$ cat src/logic/ddbm_defines.vh
// register map, field layout and timing constants for the disk dma bus master
`ifndef DDBM_DEFINES_VH
`define DDBM_DEFINES_VH
`define DDBM_PORT_MODE_WR 10'h200
`define DDBM_PORT_MODE_RD 10'h202
`define DDBM_PORT_COUNT_RD 10'h204
`define DDBM_PORT_ADDR_RD 10'h206
`define DDBM_PORT_ADDR_HI 10'h208
`define DDBM_PORT_ADDR_LO 10'h20A
`define DDBM_PORT_COUNT_WR 10'h20C
`define DDBM_PORT_CMD_STAT 10'h210
`define DDBM_PORT_TAG 10'h212
`define DDBM_PORT_DISK 10'h214
`define DDBM_PORT_LAUNCH 10'h216
`define DDBM_MODE_RESET 3'h3
`define DDBM_FIFO_WIDTH 17
`define DDBM_FIFO_DEPTH 32
`define DDBM_FIFO_AW 5
`define DDBM_ST_IDLE 3'h0
`define DDBM_ST_T1 3'h1
`define DDBM_ST_T2 3'h2
`define DDBM_ST_T3 3'h3
`define DDBM_ST_TW 3'h4
`define DDBM_ST_T4 3'h5
`define DDBM_ST_DONE 3'h6
`endif

$ cat src/logic/ddbm_fifo.v
// parameterised first-in first-out buffer with valid/ready on both sides
`timescale 1ns/1ps
`default_nettype none
module ddbm_fifo #(
    parameter WIDTH = 17,
    parameter DEPTH = 32,
    parameter AW = 5
) (
    input wire clk,
    input wire resetn,
    input wire [WIDTH-1:0] inData,
    input wire inValid,
    output wire inReady,
    output wire [WIDTH-1:0] outData,
    output wire outValid,
    input wire outReady,
    output wire empty,
    output wire full
);
    reg [WIDTH-1:0] mem [0:DEPTH-1];
    reg [AW-1:0] wrPtr_ff;
    reg [AW-1:0] rdPtr_ff;
    reg [AW:0] level_ff;
    wire doWrite;
    wire doRead;

    assign full = (level_ff == DEPTH[AW:0]);
    assign empty = (level_ff == {(AW+1){1'b0}});
    assign inReady = ~full;
    assign outValid = ~empty;
    assign outData = mem[rdPtr_ff];
    assign doWrite = inValid & ~full;
    assign doRead = outReady & ~empty;

    // storage has no reset, pointers do
    always @(posedge clk) begin
        if (doWrite) begin
            mem[wrPtr_ff] <= inData;
        end
    end

    // pointer and fill level bookkeeping
    always @(posedge clk or negedge resetn) begin
        if (!resetn) begin
            wrPtr_ff <= {AW{1'b0}};
            rdPtr_ff <= {AW{1'b0}};
            level_ff <= {(AW+1){1'b0}};
        end else begin
            if (doWrite) begin
                wrPtr_ff <= wrPtr_ff + {{(AW-1){1'b0}}, 1'b1};
            end
            if (doRead) begin
                rdPtr_ff <= rdPtr_ff + {{(AW-1){1'b0}}, 1'b1};
            end
            if (doWrite && !doRead) begin
                level_ff <= level_ff + {{AW{1'b0}}, 1'b1};
            end else if (doRead && !doWrite) begin
                level_ff <= level_ff - {{AW{1'b0}}, 1'b1};
            end
        end
    end
endmodule
`default_nettype wire

$ cat src/logic/ddbm_top.v
// disk dma bus master: i/o port registers, memory cycle sequencer and data buffer
`timescale 1ns/1ps
`default_nettype none
`include "ddbm_defines.vh"
// Overview of operation
// stretch each mastered memory cycle with wait states while memory is slow
// ready low at rising edge in T2 adds a wait state, one more per clock
// ready low at start of T3 adds a wait state, one more per clock
// ready held low until 1.5 clocks before T4 still waits correctly
// registers are i/o ports; some ports differ on read and write
// only address bits 8..1 count; upper bits fixed, one 256-word page
// software always gives an even transfer address
// keep a working word count and a shadow of the programmed count
// write 0208H loads address 23..9 from data 15..1
// write 020AH loads address 8..1 from data 8..1, bit 0 ignored
// upper address write restores word counter and low address counter
// read 0206H gives current address 8..1 while not bus master
// word count is 8 bits, shifted left one, two's complement, up to 256
// write 020CH loads the word count in shifted two's complement form
// read 0204H returns current word count in the same shifted form
// port 0210H is command on write and status on read
// write 0212H presets the tag bit fed into the buffer
// port 0214H reaches disk controller control and status
// write 0200H copies data 3..1 into the counter mode field
// read 0202H returns the counter mode field on data 3..1
// software loads count and counter with two's complement of words
// command bit 0 selects direction, 1 memory to disk, reset disk to memory
// status bit 0 sets on error, sticks until reset, others freeze
// memory ready input is synchronised before the sequencer samples it
// unused ports ignore writes and read as zero
module ddbm_top (
    input wire sys_clk,
    input wire resetn,
    input wire [9:0] ioAddr,
    input wire [15:0] ioWrData,
    input wire ioWrite,
    input wire ioRead,
    output reg [15:0] ioRdData_ff,
    input wire memory_ready_in,
    input wire busGrant,
    output reg busRequest_ff,
    output reg busActive_ff,
    output reg [23:0] memAddr_ff,
    output reg memStrobe_ff,
    output reg memWriteEn_ff,
    output reg [15:0] memWrData_ff,
    input wire [15:0] memRdData,
    input wire dmaError,
    output reg [15:0] diskCtrlData_ff,
    output reg diskCtrlWrite_ff,
    input wire [15:0] diskCtrlStatus,
    input wire [16:0] diskInData,
    input wire diskInValid,
    output reg diskInReady_ff,
    output reg [16:0] diskOutData_ff,
    output reg diskOutValid_ff,
    input wire diskOutReady,
    output reg transferDone_ff
);
    reg [2:0] counter_mode_field_ff;
    reg [14:0] addrHigh_ff;
    reg [7:0] startLow_ff;
    reg [7:0] curLow_ff;
    reg [7:0] countShadow_ff;
    reg [7:0] countWork_ff;
    reg transfer_direction_bit_ff;
    reg tagPreset_ff;
    reg errorSticky_ff;
    reg running_ff;
    reg [15:0] frozenStatus_ff;
    reg readySync1_ff;
    reg readySync2_ff;
    reg [2:0] state_ff;
    reg [2:0] nxt_state;
    reg lastWord_ff;
    wire ioWrEn;
    wire ioRdEn;
    wire [15:0] liveStatus;
    wire memToDisk;
    // fifo wiring: fill side is memory (mem->disk) or disk port (disk->mem)
    wire [16:0] fifoInData;
    wire fifoInValid;
    wire fifoInReady;
    wire [16:0] fifoOutData;
    wire fifoOutValid;
    wire fifoOutReady;
    wire fifoEmpty;
    wire fifoFull;
    wire fifoOutOfBound;
    wire cycleStart;
    wire cycleEnd;

    assign ioWrEn = ioWrite;
    assign ioRdEn = ioRead;
    assign memToDisk = transfer_direction_bit_ff;
    // no buffer room or no data, depending on direction
    assign fifoOutOfBound = memToDisk ? fifoFull : fifoEmpty;

    // ready pin into the clock domain before the sequencer looks at it
    always @(posedge sys_clk or negedge resetn) begin
        if (!resetn) begin
            readySync1_ff <= 1'b0;
            readySync2_ff <= 1'b0;
        end else begin
            readySync1_ff <= memory_ready_in;
            readySync2_ff <= readySync1_ff;
        end
    end

    // port writes; unlisted ports fall through with no effect
    always @(posedge sys_clk or negedge resetn) begin
        if (!resetn) begin
            counter_mode_field_ff <= `DDBM_MODE_RESET;
            addrHigh_ff <= 15'h0000;
            startLow_ff <= 8'h00;
            countShadow_ff <= 8'h00;
            transfer_direction_bit_ff <= 1'b0;
            tagPreset_ff <= 1'b0;
            diskCtrlData_ff <= 16'h0000;
            diskCtrlWrite_ff <= 1'b0;
        end else begin
            diskCtrlWrite_ff <= 1'b0;
            if (ioWrEn) begin
                case (ioAddr)
                    `DDBM_PORT_MODE_WR: begin
                        counter_mode_field_ff <= ioWrData[3:1];
                    end
                    `DDBM_PORT_ADDR_HI: begin
                        addrHigh_ff <= ioWrData[15:1];
                    end
                    `DDBM_PORT_ADDR_LO: begin
                        startLow_ff <= ioWrData[8:1];
                    end
                    `DDBM_PORT_COUNT_WR: begin
                        countShadow_ff <= ioWrData[8:1];
                    end
                    `DDBM_PORT_CMD_STAT: begin
                        transfer_direction_bit_ff <= ioWrData[0];
                    end
                    `DDBM_PORT_TAG: begin
                        tagPreset_ff <= ioWrData[0];
                    end
                    `DDBM_PORT_DISK: begin
                        diskCtrlData_ff <= ioWrData;
                        diskCtrlWrite_ff <= 1'b1;
                    end
                    default: begin
                        diskCtrlWrite_ff <= 1'b0;
                    end
                endcase
            end
        end
    end

    // status word: error, run, end-of-transfer low, bound low, empty low, full low, tag, dir
    assign liveStatus = {8'h00, transfer_direction_bit_ff, fifoOutData[16], ~fifoFull,
                         ~fifoEmpty, ~fifoOutOfBound, ~transferDone_ff, running_ff, 1'b0};

    // error sticks; status snapshot held so other bits freeze at pre-error values
    always @(posedge sys_clk or negedge resetn) begin
        if (!resetn) begin
            errorSticky_ff <= 1'b0;
            frozenStatus_ff <= 16'h0000;
        end else begin
            if (!errorSticky_ff) begin
                frozenStatus_ff <= liveStatus;
            end
            if (dmaError) begin
                errorSticky_ff <= 1'b1;
            end
        end
    end

    // port reads, registered; unused ports read zero
    always @(posedge sys_clk or negedge resetn) begin
        if (!resetn) begin
            ioRdData_ff <= 16'h0000;
        end else if (ioRdEn) begin
            case (ioAddr)
                `DDBM_PORT_MODE_RD: begin
                    ioRdData_ff <= {12'h000, counter_mode_field_ff, 1'b0};
                end
                `DDBM_PORT_COUNT_RD: begin
                    ioRdData_ff <= {7'h00, countWork_ff, 1'b0};
                end
                `DDBM_PORT_ADDR_RD: begin
                    // address is only stable for reading between mastered cycles
                    ioRdData_ff <= busActive_ff ? 16'h0000 : {7'h00, curLow_ff, 1'b0};
                end
                `DDBM_PORT_CMD_STAT: begin
                    ioRdData_ff <= errorSticky_ff ? {frozenStatus_ff[15:1], 1'b1}
                                                  : liveStatus;
                end
                `DDBM_PORT_DISK: begin
                    ioRdData_ff <= diskCtrlStatus;
                end
                default: begin
                    ioRdData_ff <= 16'h0000;
                end
            endcase
        end
    end

    // a cycle can begin only if the buffer can take or give a word
    assign cycleStart = (state_ff == `DDBM_ST_IDLE) && running_ff && busGrant
                        && !fifoOutOfBound && !errorSticky_ff;
    assign cycleEnd = (state_ff == `DDBM_ST_T4);

    // sequencer: T1 address, T2 strobe, T3/Tw ready sample and stretch, T4 complete
    always @* begin
        nxt_state = state_ff;
        case (state_ff)
            `DDBM_ST_IDLE: begin
                if (cycleStart) begin
                    nxt_state = `DDBM_ST_T1;
                end
            end
            `DDBM_ST_T1: begin
                nxt_state = `DDBM_ST_T2;
            end
            `DDBM_ST_T2: begin
                nxt_state = `DDBM_ST_T3;
            end
            `DDBM_ST_T3: begin
                // ready low when entering T3 forces a wait state
                nxt_state = readySync2_ff ? `DDBM_ST_T4 : `DDBM_ST_TW;
            end
            `DDBM_ST_TW: begin
                // each further clock low adds another; no upper bound on the stretch
                nxt_state = readySync2_ff ? `DDBM_ST_T4 : `DDBM_ST_TW;
            end
            `DDBM_ST_T4: begin
                nxt_state = lastWord_ff ? `DDBM_ST_DONE : `DDBM_ST_IDLE;
            end
            `DDBM_ST_DONE: begin
                nxt_state = `DDBM_ST_IDLE;
            end
            default: begin
                nxt_state = `DDBM_ST_IDLE;
            end
        endcase
    end

    // the launch port starts a run; upper address write rewinds counters
    always @(posedge sys_clk or negedge resetn) begin
        if (!resetn) begin
            state_ff <= `DDBM_ST_IDLE;
            running_ff <= 1'b0;
            curLow_ff <= 8'h00;
            countWork_ff <= 8'h00;
            lastWord_ff <= 1'b0;
            transferDone_ff <= 1'b0;
        end else begin
            state_ff <= nxt_state;
            if (ioWrEn && ioAddr == `DDBM_PORT_ADDR_HI) begin
                curLow_ff <= startLow_ff;
                countWork_ff <= countShadow_ff;
            end else if (ioWrEn && ioAddr == `DDBM_PORT_ADDR_LO) begin
                curLow_ff <= ioWrData[8:1];
            end else if (ioWrEn && ioAddr == `DDBM_PORT_COUNT_WR) begin
                countWork_ff <= ioWrData[8:1];
            end else if (cycleEnd) begin
                // low byte wraps within the page, upper bits untouched
                curLow_ff <= curLow_ff + 8'h01;
                countWork_ff <= countWork_ff + 8'h01;
            end
            if (state_ff == `DDBM_ST_T1) begin
                // two's complement count reaches zero after this word
                lastWord_ff <= (countWork_ff == 8'hFF);
            end
            if (ioWrEn && ioAddr == `DDBM_PORT_LAUNCH) begin
                running_ff <= 1'b1;
                transferDone_ff <= 1'b0;
            end else if (state_ff == `DDBM_ST_DONE) begin
                running_ff <= 1'b0;
                transferDone_ff <= 1'b1;
            end
        end
    end

    // bus pins other than the request follow the sequencer state
    always @(posedge sys_clk or negedge resetn) begin
        if (!resetn) begin
            busRequest_ff <= 1'b0;
            busActive_ff <= 1'b0;
            memAddr_ff <= 24'h000000;
            memStrobe_ff <= 1'b0;
            memWriteEn_ff <= 1'b0;
            memWrData_ff <= 16'h0000;
        end else begin
            busRequest_ff <= running_ff && !fifoOutOfBound && !errorSticky_ff;
            busActive_ff <= (nxt_state != `DDBM_ST_IDLE) && (nxt_state != `DDBM_ST_DONE);
            memStrobe_ff <= (nxt_state == `DDBM_ST_T2) || (nxt_state == `DDBM_ST_T3)
                            || (nxt_state == `DDBM_ST_TW);
            if (nxt_state == `DDBM_ST_T1) begin
                memAddr_ff <= {addrHigh_ff, curLow_ff, 1'b0};
                memWriteEn_ff <= ~memToDisk;
                memWrData_ff <= fifoOutData[15:0];
            end
        end
    end

    // buffer fill side: memory word at T4 or disk word, by direction
    assign fifoInData = memToDisk ? {tagPreset_ff, memRdData} : diskInData;
    assign fifoInValid = memToDisk ? cycleEnd : diskInValid;
    // drain side: memory write at T4 or disk port taking words
    assign fifoOutReady = memToDisk ? (diskOutReady && !diskOutValid_ff) : cycleEnd;

    // disk-facing registered handshakes; disk reading stalls the buffer
    always @(posedge sys_clk or negedge resetn) begin
        if (!resetn) begin
            diskInReady_ff <= 1'b0;
            diskOutValid_ff <= 1'b0;
            diskOutData_ff <= 17'h00000;
        end else begin
            diskInReady_ff <= ~memToDisk & fifoInReady;
            if (diskOutValid_ff && diskOutReady) begin
                diskOutValid_ff <= 1'b0;
            end else if (memToDisk && fifoOutValid && fifoOutReady) begin
                diskOutValid_ff <= 1'b1;
                diskOutData_ff <= fifoOutData;
            end
        end
    end

    ddbm_fifo #(
        .WIDTH(`DDBM_FIFO_WIDTH),
        .DEPTH(`DDBM_FIFO_DEPTH),
        .AW(`DDBM_FIFO_AW)
    ) u_fifo (
        .clk(sys_clk),
        .resetn(resetn),
        .inData(fifoInData),
        .inValid(fifoInValid),
        .inReady(fifoInReady),
        .outData(fifoOutData),
        .outValid(fifoOutValid),
        .outReady(fifoOutReady),
        .empty(fifoEmpty),
        .full(fifoFull)
    );
endmodule
`default_nettype wire

$ cat config.mk
export PLATFORM = sky130hd
export DESIGN_NAME = ddbm_top
export DESIGN_NICKNAME = d
export VERILOG_FILES = /design/src/logic/ddbm_fifo.v /design/src/logic/ddbm_top.v
export VERILOG_INCLUDE_DIRS = /design/src /design/src/logic
export SDC_FILE = /design/constraint.sdc
export NUM_CORES = 1
export LEC_CHECK = 0
export BUFFER_PORTS_ARGS = -buffer_cell sky130_fd_sc_hd__clkbuf_2
export CORE_ASPECT_RATIO = 1.4
export CORE_MARGIN = 5
export CORE_UTILIZATION = 50
export DETAILED_ROUTE_END_ITERATION = 8
export PLACE_DENSITY_LB_ADDON = 0.15
export REMOVE_ABC_BUFFERS = 1
export SYNTH_ARGS = -nofsm -noshare
export SYNTH_HDL_FRONTEND = slang
export SYNTH_SLANG_ARGS = --single-unit
$ cat constraint.sdc
create_clock -name sys_clk -period 2.8 [get_ports sys_clk]
set_input_delay 0.14 -clock sys_clk [delete_from_list [all_inputs] [get_ports sys_clk]]
set_output_delay 0.14 -clock sys_clk [all_outputs]
set_load 0.05 [all_outputs]
Yosys cells after proc, flatten, opt, wreduce, memory -nomap -nowiden

Memory sizes are Yosys's and may differ from the RTL's.
Index checks and enable logic that the tools add are counted.

Add/sub/neg operators: 6
Multiply operators: 0
Divide/modulo/power cells: 0
Magnitude comparators: 0
Eq/ne operators: 26
Shift-type cells: 0
Multiplexer cells: 31
Bitwise operators: 9
Reductions and logical operators: 43

Operators by type and width:

| operator             | count |
|---|---|
| $eq 10x10->1 const B | 11 |
| $pmux 16 s5          | 1 |
| $mux 8               | 9 |
| $reduce_and 2->1     | 10 |
| $logic_and 1x1->1    | 17 |
| $mux 17              | 1 |
| $add 8x1->8 const B  | 2 |
| $pmux 3 s5           | 1 |
| $mux 1               | 14 |
| $eq 3x2->1 const B   | 4 |
| $eq 3x3->1 const B   | 4 |
| $mux 6               | 2 |
| $add 5x1->5 const B  | 2 |
| $mux 9               | 1 |
| $reduce_bool 3->1    | 3 |
| $eq 8x8->1 const B   | 1 |
| $add 6x1->6 const B  | 1 |
| $eq 3x1->1 const B   | 2 |
| $eq 6x6->1 const B   | 1 |
| $logic_not 6->1      | 1 |
| $mux 3               | 2 |
| $ne 3x3->1 const B   | 2 |
| $not 1->1            | 6 |
| $reduce_bool 2->1    | 3 |
| 7 further kinds      | 14 |

Bits in registers: 179
Bits in latches: 0
Bits in writable memories: 544
Bits in read-only memories: 0
Bits of input ports: 84
Output and inout port bits: 97
Logic and storage cells: 147
Memories kept: 1

Memories:

| name       | words | bits a word | rd ports | clocked after memory_dff | wr ports | line           | text |
|---|---|---|---|---|---|---|---|
| u_fifo.mem | 32    | 17          | 1        | 0                        | 1        | ddbm_fifo.v:20 | `reg [WIDTH-1:0] mem [0:DEPTH-1];` |

Depth between registers and ports, before layout

Gate-level depths: netlist (run 1).

Depth in word-level cells: 10
Depth in mapped cells: 13
Gate-level depth less buffers: 12

By module

From an unflattened synthesis (run 1), not the netlist that was laid out.

Cells, all modules: 1,665
Area, all modules: 29,294.3 µm²

By module, submodules not included:

| module    | instances | cells an instance | area each (µm²) | sequential area each (µm²) |
|---|---|---|---|---|
| ddbm_fifo | 1         | 1,035             | 21,810.9        | 16,736.1 |
| ddbm_top  | 1         | 630               | 7,483.4         | 4,081.4 |

Least setup slack after synthesis (run 1)

No wires, ideal clock.

Path kind: reg2reg
From: register state_ff[1]
To: register u_fifo.level_ff[5]
Library setup time: 0.079 ns
Data arrival time: 2.820 ns
Required time: 2.721 ns
Path slack: -0.099 ns
Stages on the path, launching flop included: 13
Path buffers: 1
Clock period less this slack: 2.899 ns
Cells stage by stage: dfrtp_1 > clkbuf_1 > and3b_1 > mux2i_1 > a31oi_2 > ha_1 > inv_1 > ha_1 > a21o_1 > a21oi_1 > or4_1 > nand4_1 > xor2_1

Longest elaborated chain between the ends: 6
Elaborated cells on any way between the ends: 11
Those cells by class: 1 x eq/ne; 3 x mux; 2 x bitwise; 5 x reduce/logical

Ends and longest elaborated chain:

| item                               | line           | text |
|---|---|---|
| start, declared                    | ddbm_top.v:73  | `reg [2:0] state_ff;` |
| start signal, assigned             | ddbm_top.v:247 | `` state_ff <= `DDBM_ST_IDLE; `` |
| start signal, assigned             | ddbm_top.v:254 | `state_ff <= nxt_state;` |
| $eq 3x3->1 *                       | --             |  |
| $mux 1 *                           | ddbm_top.v:305 | `assign fifoInValid = memToDisk ? cycleEnd : diskInValid;` |
| $and 1x1->1 *                      | ddbm_fifo.v:32 | `assign doWrite = inValid & ~full;` |
| via u_fifo.doWrite                 | ddbm_fifo.v:24 | `wire doWrite;` |
| $logic_not 1->1                    | ddbm_fifo.v:57 | `end else if (doRead && !doWrite) begin` |
| $logic_and 1x1->1                  | ddbm_fifo.v:57 |  |
| $reduce_bool 2->1 (no source line) | --             |  |
| end signal, assigned               | ddbm_fifo.v:47 | `level_ff <= {(AW+1){1'b0}};` |
| end signal, assigned               | ddbm_fifo.v:56 | `level_ff <= level_ff + {{AW{1'b0}}, 1'b1};` |
| end signal, assigned               | ddbm_fifo.v:58 | `level_ff <= level_ff - {{AW{1'b0}}, 1'b1};` |
| end, declared                      | ddbm_fifo.v:23 | `reg [AW:0] level_ff;` |

The timed path passes the listed nets; every way through them passes the cells marked *.
A chain may end at the register's enable or synchronous reset.

Worst setup path after layout (run 1)

From: register u_fifo.level_ff[3]
To: register u_fifo.level_ff[5]

Longest elaborated chain between the ends: 6
Elaborated cells on any way between the ends: 15
Those cells by class: 2 x add/sub; 1 x eq/ne; 2 x mux; 4 x bitwise; 6 x reduce/logical

Ends and longest elaborated chain:

| item |
|---|
| parallel branches: the longest is 6 deep, another holds $sub 6x1->6 |

Several ways; the timed one is not identified. The select of a mux whose other input is x is not followed.

==> impl_metrics.ini, run 1 <==
[status]
status = finished clean

[timing]
hold_violations = 0
rsz0062_at_grt = false
max_slew_margin_pct = 33.3
period_share_pct = 93.3
report.final.slew_viol_count = 0
tightest_slew_ns = 1.00
hold_ws_ns = 0.0332
fin_crit_ns = 2.61
timing.fmax_ghz = 0.383
finalSetupViolations = 0
skew_ns = 0.0210

[die]
ioPinCount = 181
core_um2 = 58300
die_w_um = 215
chipHeight_um = 297
row_count = 105
die-area_um2 = 63700
initial_core_util_pct = 50.3

[setup_path]
crit_family = simple AND/OR/NAND/NOR gates
timing.rr.end = u_fifo.level_ff[5]$_DFFE_PN0P_
cp_slowest_cell = or4_1
worstPathCellList = nor4_4 > nand3b_1 > o21a_1 > inv_2 > ha_4 > inv_2 > ha_1 > a21o_1 > a21oi_2 > or4_1 > nand4_1 > xor2_1
path_class = flop to flop
reg2reg_depth = 12
critPathCaptureType = flop
path_buf_inv = 2
critPathLaunchType = flop
r2r-start = u_fifo.level_ff[3]$_DFFE_PN0P_
cp_slowest_stage_delay_ns = 0.48
critPathMaxFanout = 5
cp_common_cell = inv_2
critPathRequiredTime_ns = 3.32
r2r_slack_ns = 0.19
arrival_ns = 3.13

[clock_network]
cts.htree.levels = 3
cts_root_buf = clkbuf_16
numCtsBuffers = 68
path_clk_slew_ns = 0.06
cts_tree = built
clkSinkCount = 723
clock_latency_ns = 0.60
cts_buffer_depth = 3

[power_and_ir_drop]
clockPowerShare_pct = 31.6
netSwitchingPower_uw = 8060
switching_share_pct = 28.2
power_density_nw_per_um2 = 832
peakVddDrop_uv = 376
p_leak_uw = 0.0129
p_int_uw = 20600
seq_power_share_pct = 44.9
power_frac_comb_pct = 23.5

[synth]
synth-seq-cells = 723
synth_area_leaders = edfxtp_1, dfrtp_1, mux2_2
synthDistinctLibCells = 79
seq_area_frac_synth_pct = 71.0
synth_top_area_share_pct = 55.7
ys.flop_type = edfxtp_1
async_reset_ff_share_pct = 24.8
synth_most_common_cell = edfxtp_1
yosysTopAreaCell = edfxtp_1
postSynthAreaPerCell_um2 = 16.5
synth_warnings = 0
synthCells = 1781
synth-edff-count = 544
syn_area_um2 = 29300
synth_commonest_cells = edfxtp_1, dfrtp_1, mux2_2, nand2_1, mux4_2

[global_route]
grt_use_total_pct = 23.3
grt_max_degree = 68
grt_pass1_wl_um = 112000
antenna_found_initial = 0
grt_pass1_vias = 17736
grt-ovfl-total = 0

[drt]
drt_iter0_drc = 1498
drt_wl_total_um = 74500
wl_met3_um = 3600
wl_met1_um = 29100
num_vias = 17050
wl_per_cell_um = 25.7
drc_errors = 0
wl_met2_um = 39300
ant_nets = 0
detail_route.vias_per_cell = 5.88
highest_layer = met4
firstDrtPassIters = 8

[placement]
dpl_cell_area_um2 = 31800
port_buffers = 179
hpwl_um = 47700
place.gp.congestion = 0.881

[hold_path]
whs_endpoint = ioRdData_ff[6]$_DFFE_PN0P_
hold_path.class = primary input to flop
hp-start = ioAddr[7]
hold_depth = 4

[flow_run]
max_cap_viol_count = 0

[finish]
fin_nets = 2196
fin_area_um2 = 34400
fillers = 4415
seqCellArea_um2 = 20800
area_growth_pct = 17.2
drive_gt1_share_pct = 32.3
multiInputGateArea_um2 = 7980
## kinds of logic (layout without fill, tap and decap cells)
family	Yosys count	in the layout	synth area share, %
AOI/OAI and AO/OA	263	263	6.06
adders and majority gates	13	13	0.580
xor gates and xnor gates	25	25	0.746
muxes	286	286	13.7
DFF	723	723	71.0
other	1	2	0.0128
buffers and inverters	116	483	1.90
and+or+nand+nor	354	354	6.01
## state kept, by name, summed over array words and instances, names as in the netlist, 7 cells and up
register	cells
addrHigh_ff	15
countShadow_ff	8
countWork_ff	8
curLow_ff	8
diskCtrlData_ff	16
diskOutData_ff	17
frozenStatus_ff	7
ioRdData_ff	16
memAddr_ff	23
memWrData_ff	16
startLow_ff	8
u_fifo.mem	544
## worst max path at each step
stage,startpoint,to,cells after the start
after global routing,u_fifo.level_ff[3]$_DFFE_PN0P_,u_fifo.level_ff[5]$_DFFE_PN0P_,12
after CTS,u_fifo.level_ff[1]$_DFFE_PN0P_,u_fifo.level_ff[5]$_DFFE_PN0P_,12
after detailed placement,u_fifo.level_ff[1]$_DFFE_PN0P_,u_fifo.level_ff[5]$_DFFE_PN0P_,12
after global placement,u_fifo.level_ff[1]$_DFFE_PN0P_,u_fifo.level_ff[5]$_DFFE_PN0P_,12
after floorplan,u_fifo.rdPtr_ff[1]$_DFFE_PN0P_,ioRdData_ff[6]$_DFFE_PN0P_,5
final,u_fifo.level_ff[3]$_DFFE_PN0P_,u_fifo.level_ff[5]$_DFFE_PN0P_,12
## metal layers
metal  up-vias  global-route usage (%)
li1       7560                       -
met4         0                    8.11
met1      8811                    29.1
met3       122                    3.23
met5         -                       0
met2       557                    42.1
## layout make-up
| cell class | instances | area share (%) |
|---|---|---|
| well taps | 749 | 2.73 |
| repair buffers | 348 | 7.05 |
| inverters | 16 | 0.175 |
| clock inverters | 28 | 0.771 |
| clock buffers | 91 | 5.50 |
| multi-input cells | 942 | 23.2 |
| flip-flops and latches | 723 | 60.6 |
| diodes | 1 | 0.00728 |
## per-stage QoR
stage               cells  worst slack [ns]  TNS (ns)  utilization [%]  total power [uW]
floorplan            1681             -3.37   -137.57                -             17500
global placement     2733             0.116         0             54.5             19500
detailed placement   2733           0.00719         0             54.5             19700
CTS                  2889           0.00739         0             58.8             28800
global route         2897            0.0177         0             59.0             29800
finish               2898             0.189         0             59.0             28600
## power groups by stage
| stage | logic, uW | registers, uW | clock network [uW] |
|---|---|---|---|
| floorplan | 3800 | 13700 | 0 |
| global placement | 6450 | 13100 | 0 |
| detailed placement | 6550 | 13100 | 0 |
| CTS | 6620 | 12900 | 9220 |
| global route | 7220 | 12900 | 9670 |
| finish | 6720 | 12900 | 9040 |
## cells in the final DEF, fill, tap and decap left out, types with 20 or more instances in the layout
master,Yosys,routed
dfrtp_1,177,174
clkbuf_16,0,71
dlygate4sd3_1,0,36
nor2_1,62,60
nand2_1,170,170
edfxtp_1,544,544
o22ai_1,51,51
o21ai_0,41,41
a22o_1,24,24
clkbuf_2,1,178
mux4_2,72,72
a211oi_1,20,20
mux2i_1,34,34
mux2_2,170,170
o21ai_1,31,31
buf_4,6,120
## what timing repair did
item | 4_1_cts | 5_1_grt
cloned | 0 | 0
buffers inserted | 1 | 8
pin swaps | 1 | 3
hold buffers | 36 | 0
endpoints found under the hold margin | 133 | 0
resized for setup | 1 | 5
endpoints found under the setup margin | 1 | 3
## worst reg2reg max path, delay by kind of cell (launching register included)
family,cells,cell delay (ns)
AOI/OAI and AO/OA,3,0.35
xor gates and xnor gates,1,0.17
adders and majority gates,2,0.41
buffers and inverters,2,0.15
DFF,1,0.43
and+or+nand+nor,4,1.04
Power figures use the tool's default switching activity.
==> inputs of run 2 (changes only) <==
--- a/config.mk
+++ b/config.mk
@@ -7,9 +7,11 @@
 export NUM_CORES = 1
 export LEC_CHECK = 0
 export BUFFER_PORTS_ARGS = -buffer_cell sky130_fd_sc_hd__clkbuf_2
+export CELL_PAD_IN_SITES_DETAIL_PLACEMENT = 2
+export CELL_PAD_IN_SITES_GLOBAL_PLACEMENT = 2
 export CORE_ASPECT_RATIO = 1.4
 export CORE_MARGIN = 5
-export CORE_UTILIZATION = 50
+export CORE_UTILIZATION = 41
 export DETAILED_ROUTE_END_ITERATION = 8
 export PLACE_DENSITY_LB_ADDON = 0.15
 export REMOVE_ABC_BUFFERS = 1
==> run 2 against run 1 <==
Compared with the run above: sequential power hardly changed; maximum frequency fell by 2.5%; first-iteration DRC count fell by 16%; non-clock buffer count up 4; sequential share of layout area shrank 1.1 points; register-to-register slack got worse by 0.07 ns.
==> impl_metrics.ini, run 2 (synthesis results as in run 1) <==
[finish]
final_core_util_pct = 49.2
stdcell_count = 3113
final_cell_mix = edfxtp_1, clkbuf_2, dfrtp_1
max_flop_register = u_fifo.mem
fin_nets = 2206
drive_gt1_share_pct = 33.5
area_growth_pct = 19.4
largest_register_ffs = 544
largestRegisters = u_fifo.mem: 544 flops, memAddr_ff: 23 flops, diskOutData_ff: 17 flops
layout_commonest_cell = edfxtp_1

[timing]
finalSetupViolations = 0
skew_ns = 0.0225
period_share_pct = 95.7
fin_crit_ns = 2.68
tightest_slew_ns = 0.842
max_slew_margin_pct = 43.8
report.final.slew_viol_count = 0
hold_violations = 0
timing.fmax_ghz = 0.373

[global_route]
grt_use_total_pct = 23.1
grt_pass1_wl_um = 133000
grt_max_degree = 66
grt-ovfl-total = 0
grt_pass1_vias = 19721
antenna_found_initial = 0

[clock_network]
cts_root_buf = clkbuf_16
clkSinkCount = 723
cts.htree.levels = 3
clock_latency_ns = 0.64
cts_tree = built
numCtsBuffers = 74
cts_buffer_depth = 3
path_clk_slew_ns = 0.06

[hold_path]
hold_path.class = primary input to flop

[drt]
drc_errors = 0
ant_nets = 0
firstDrtPassIters = 6
num_vias = 17531
wl_per_cell_um = 28.8
drt_iter0_drc = 1261
detail_route.vias_per_cell = 5.63
drt_wl_total_um = 89800

[power_and_ir_drop]
peakVddDrop_uv = 448
power_density_nw_per_um2 = 855
p_leak_uw = 0.0131
finalPower_uw = 30000

[flow_run]
max_cap_viol_count = 0

[placement]
place.gp.congestion = 0.804
place_inst = 2931
hpwl_um = 58600
port_buffers = 179

[setup_path]
arrival_ns = 3.23
critPathMaxFanout = 33
path_class = flop to flop
critPathRequiredTime_ns = 3.35
critPathCaptureType = flop
critPathLaunchType = flop

[die]
die-area_um2 = 77100
initial_core_util_pct = 41.2
row_count = 116
ioPinCount = 181
core_um2 = 71300
chipHeight_um = 326
die_w_um = 236

[status]
status = finished clean
## run 2: what timing repair did
| action | CTS | global route |
|---|---|---|
| pin swaps | 3 | 6 |
| gates resized for setup | 4 | 8 |
| setup buffers | 8 | 1 |
| hold buffers | 37 | 0 |
| endpoints found under the setup margin | 1 | 20 |
| hold endpoints to repair | 199 | 0 |
## run 2: final timing paths
| path | startpoint | end | slack, ns | cells past startpoint |
|---|---|---|---|---|
| min in group asynchronous | resetn | memWriteEn_ff$_DFFE_PN0N_ | 0.06 | 2 |
| max in group asynchronous | resetn | diskOutData_ff[7]$_DFFE_PN0P_ | 1.95 | 3 |
| setup reg to reg | u_fifo.level_ff[0]$_DFFE_PN0P_ | diskOutData_ff[6]$_DFFE_PN0P_ | 0.12 | 14 |
| hold reg to reg | readySync1_ff$_DFF_PN0_ | readySync2_ff$_DFF_PN0_ | 0.36 | 0 |
| hold / removal | ioAddr[6] | ioRdData_ff[6]$_DFFE_PN0P_ | 0.03 | 4 |
| setup / recovery | u_fifo.level_ff[0]$_DFFE_PN0P_ | diskOutData_ff[6]$_DFFE_PN0P_ | 0.12 | 14 |
## run 2: where the power goes
| part | leakage (uW) | total [uW] | internal, uW | switching, uW |
|---|---|---|---|---|
| registers | 0.00729 | 13000 | 12400 | 616 |
| clock network | 0.00117 | 9860 | 5620 | 4250 |
| logic | 0.00459 | 7120 | 3070 | 4050 |
| total | 0.0131 | 30000 | 21000 | 8920 |
## run 2: metrics by stage
stage | TNS [ns] | hold WS [ns] | area [um^2] | worst slack [ns]
6_report | 0 | 0.0333 | 35000 | 0.121
2_1_floorplan | -137.57 | -0.156 | 28800 | -3.37
3_5_place_dp | -0.0286 | 0.171 | 32200 | -0.0286
4_1_cts | 0 | 0.00176 | 35000 | 0.00646
3_3_place_gp | 0 | 0.167 | 32200 | 0.126
5_1_grt | -0.00567 | 0.0516 | 35000 | -0.00567
## run 2: worst max-delay path, cell delays in order, from the launching register on
cell	delay [ns]
dfrtp_1	0.41
nor4_4	0.35
nand3b_1	0.16
buf_4	0.16
buf_4	0.12
buf_4	0.12
buf_4	0.12
buf_4	0.12
buf_4	0.12
buf_4	0.12
buf_4	0.13
nand2_2	0.12
buf_8	0.27
nand2_1	0.11
o21ai_1	0.11
## run 2: final cells by class
cell class,instances,area (um^2)
Fill cell,6504,36200
Sequential cell,723,20800
Multi-Input combinational cell,942,8040
Timing Repair Buffer,352,2540
Clock buffer,93,1990
Tap cell,944,1180
Clock inverter,42,394
Inverter,16,62.6
Antenna cell,1,2.50
## run 2: per-layer routing
layer,part of all wire [%],wire length (um),vias to the layer above,global-route usage (%)
met5,0,0,-,0
met3,3.6,3210,157,2.74
met4,3.2,2890,0,7.83
li1,-,-,7571,-
met1,39,35300,9366,28.0
met2,54,48400,437,42.5
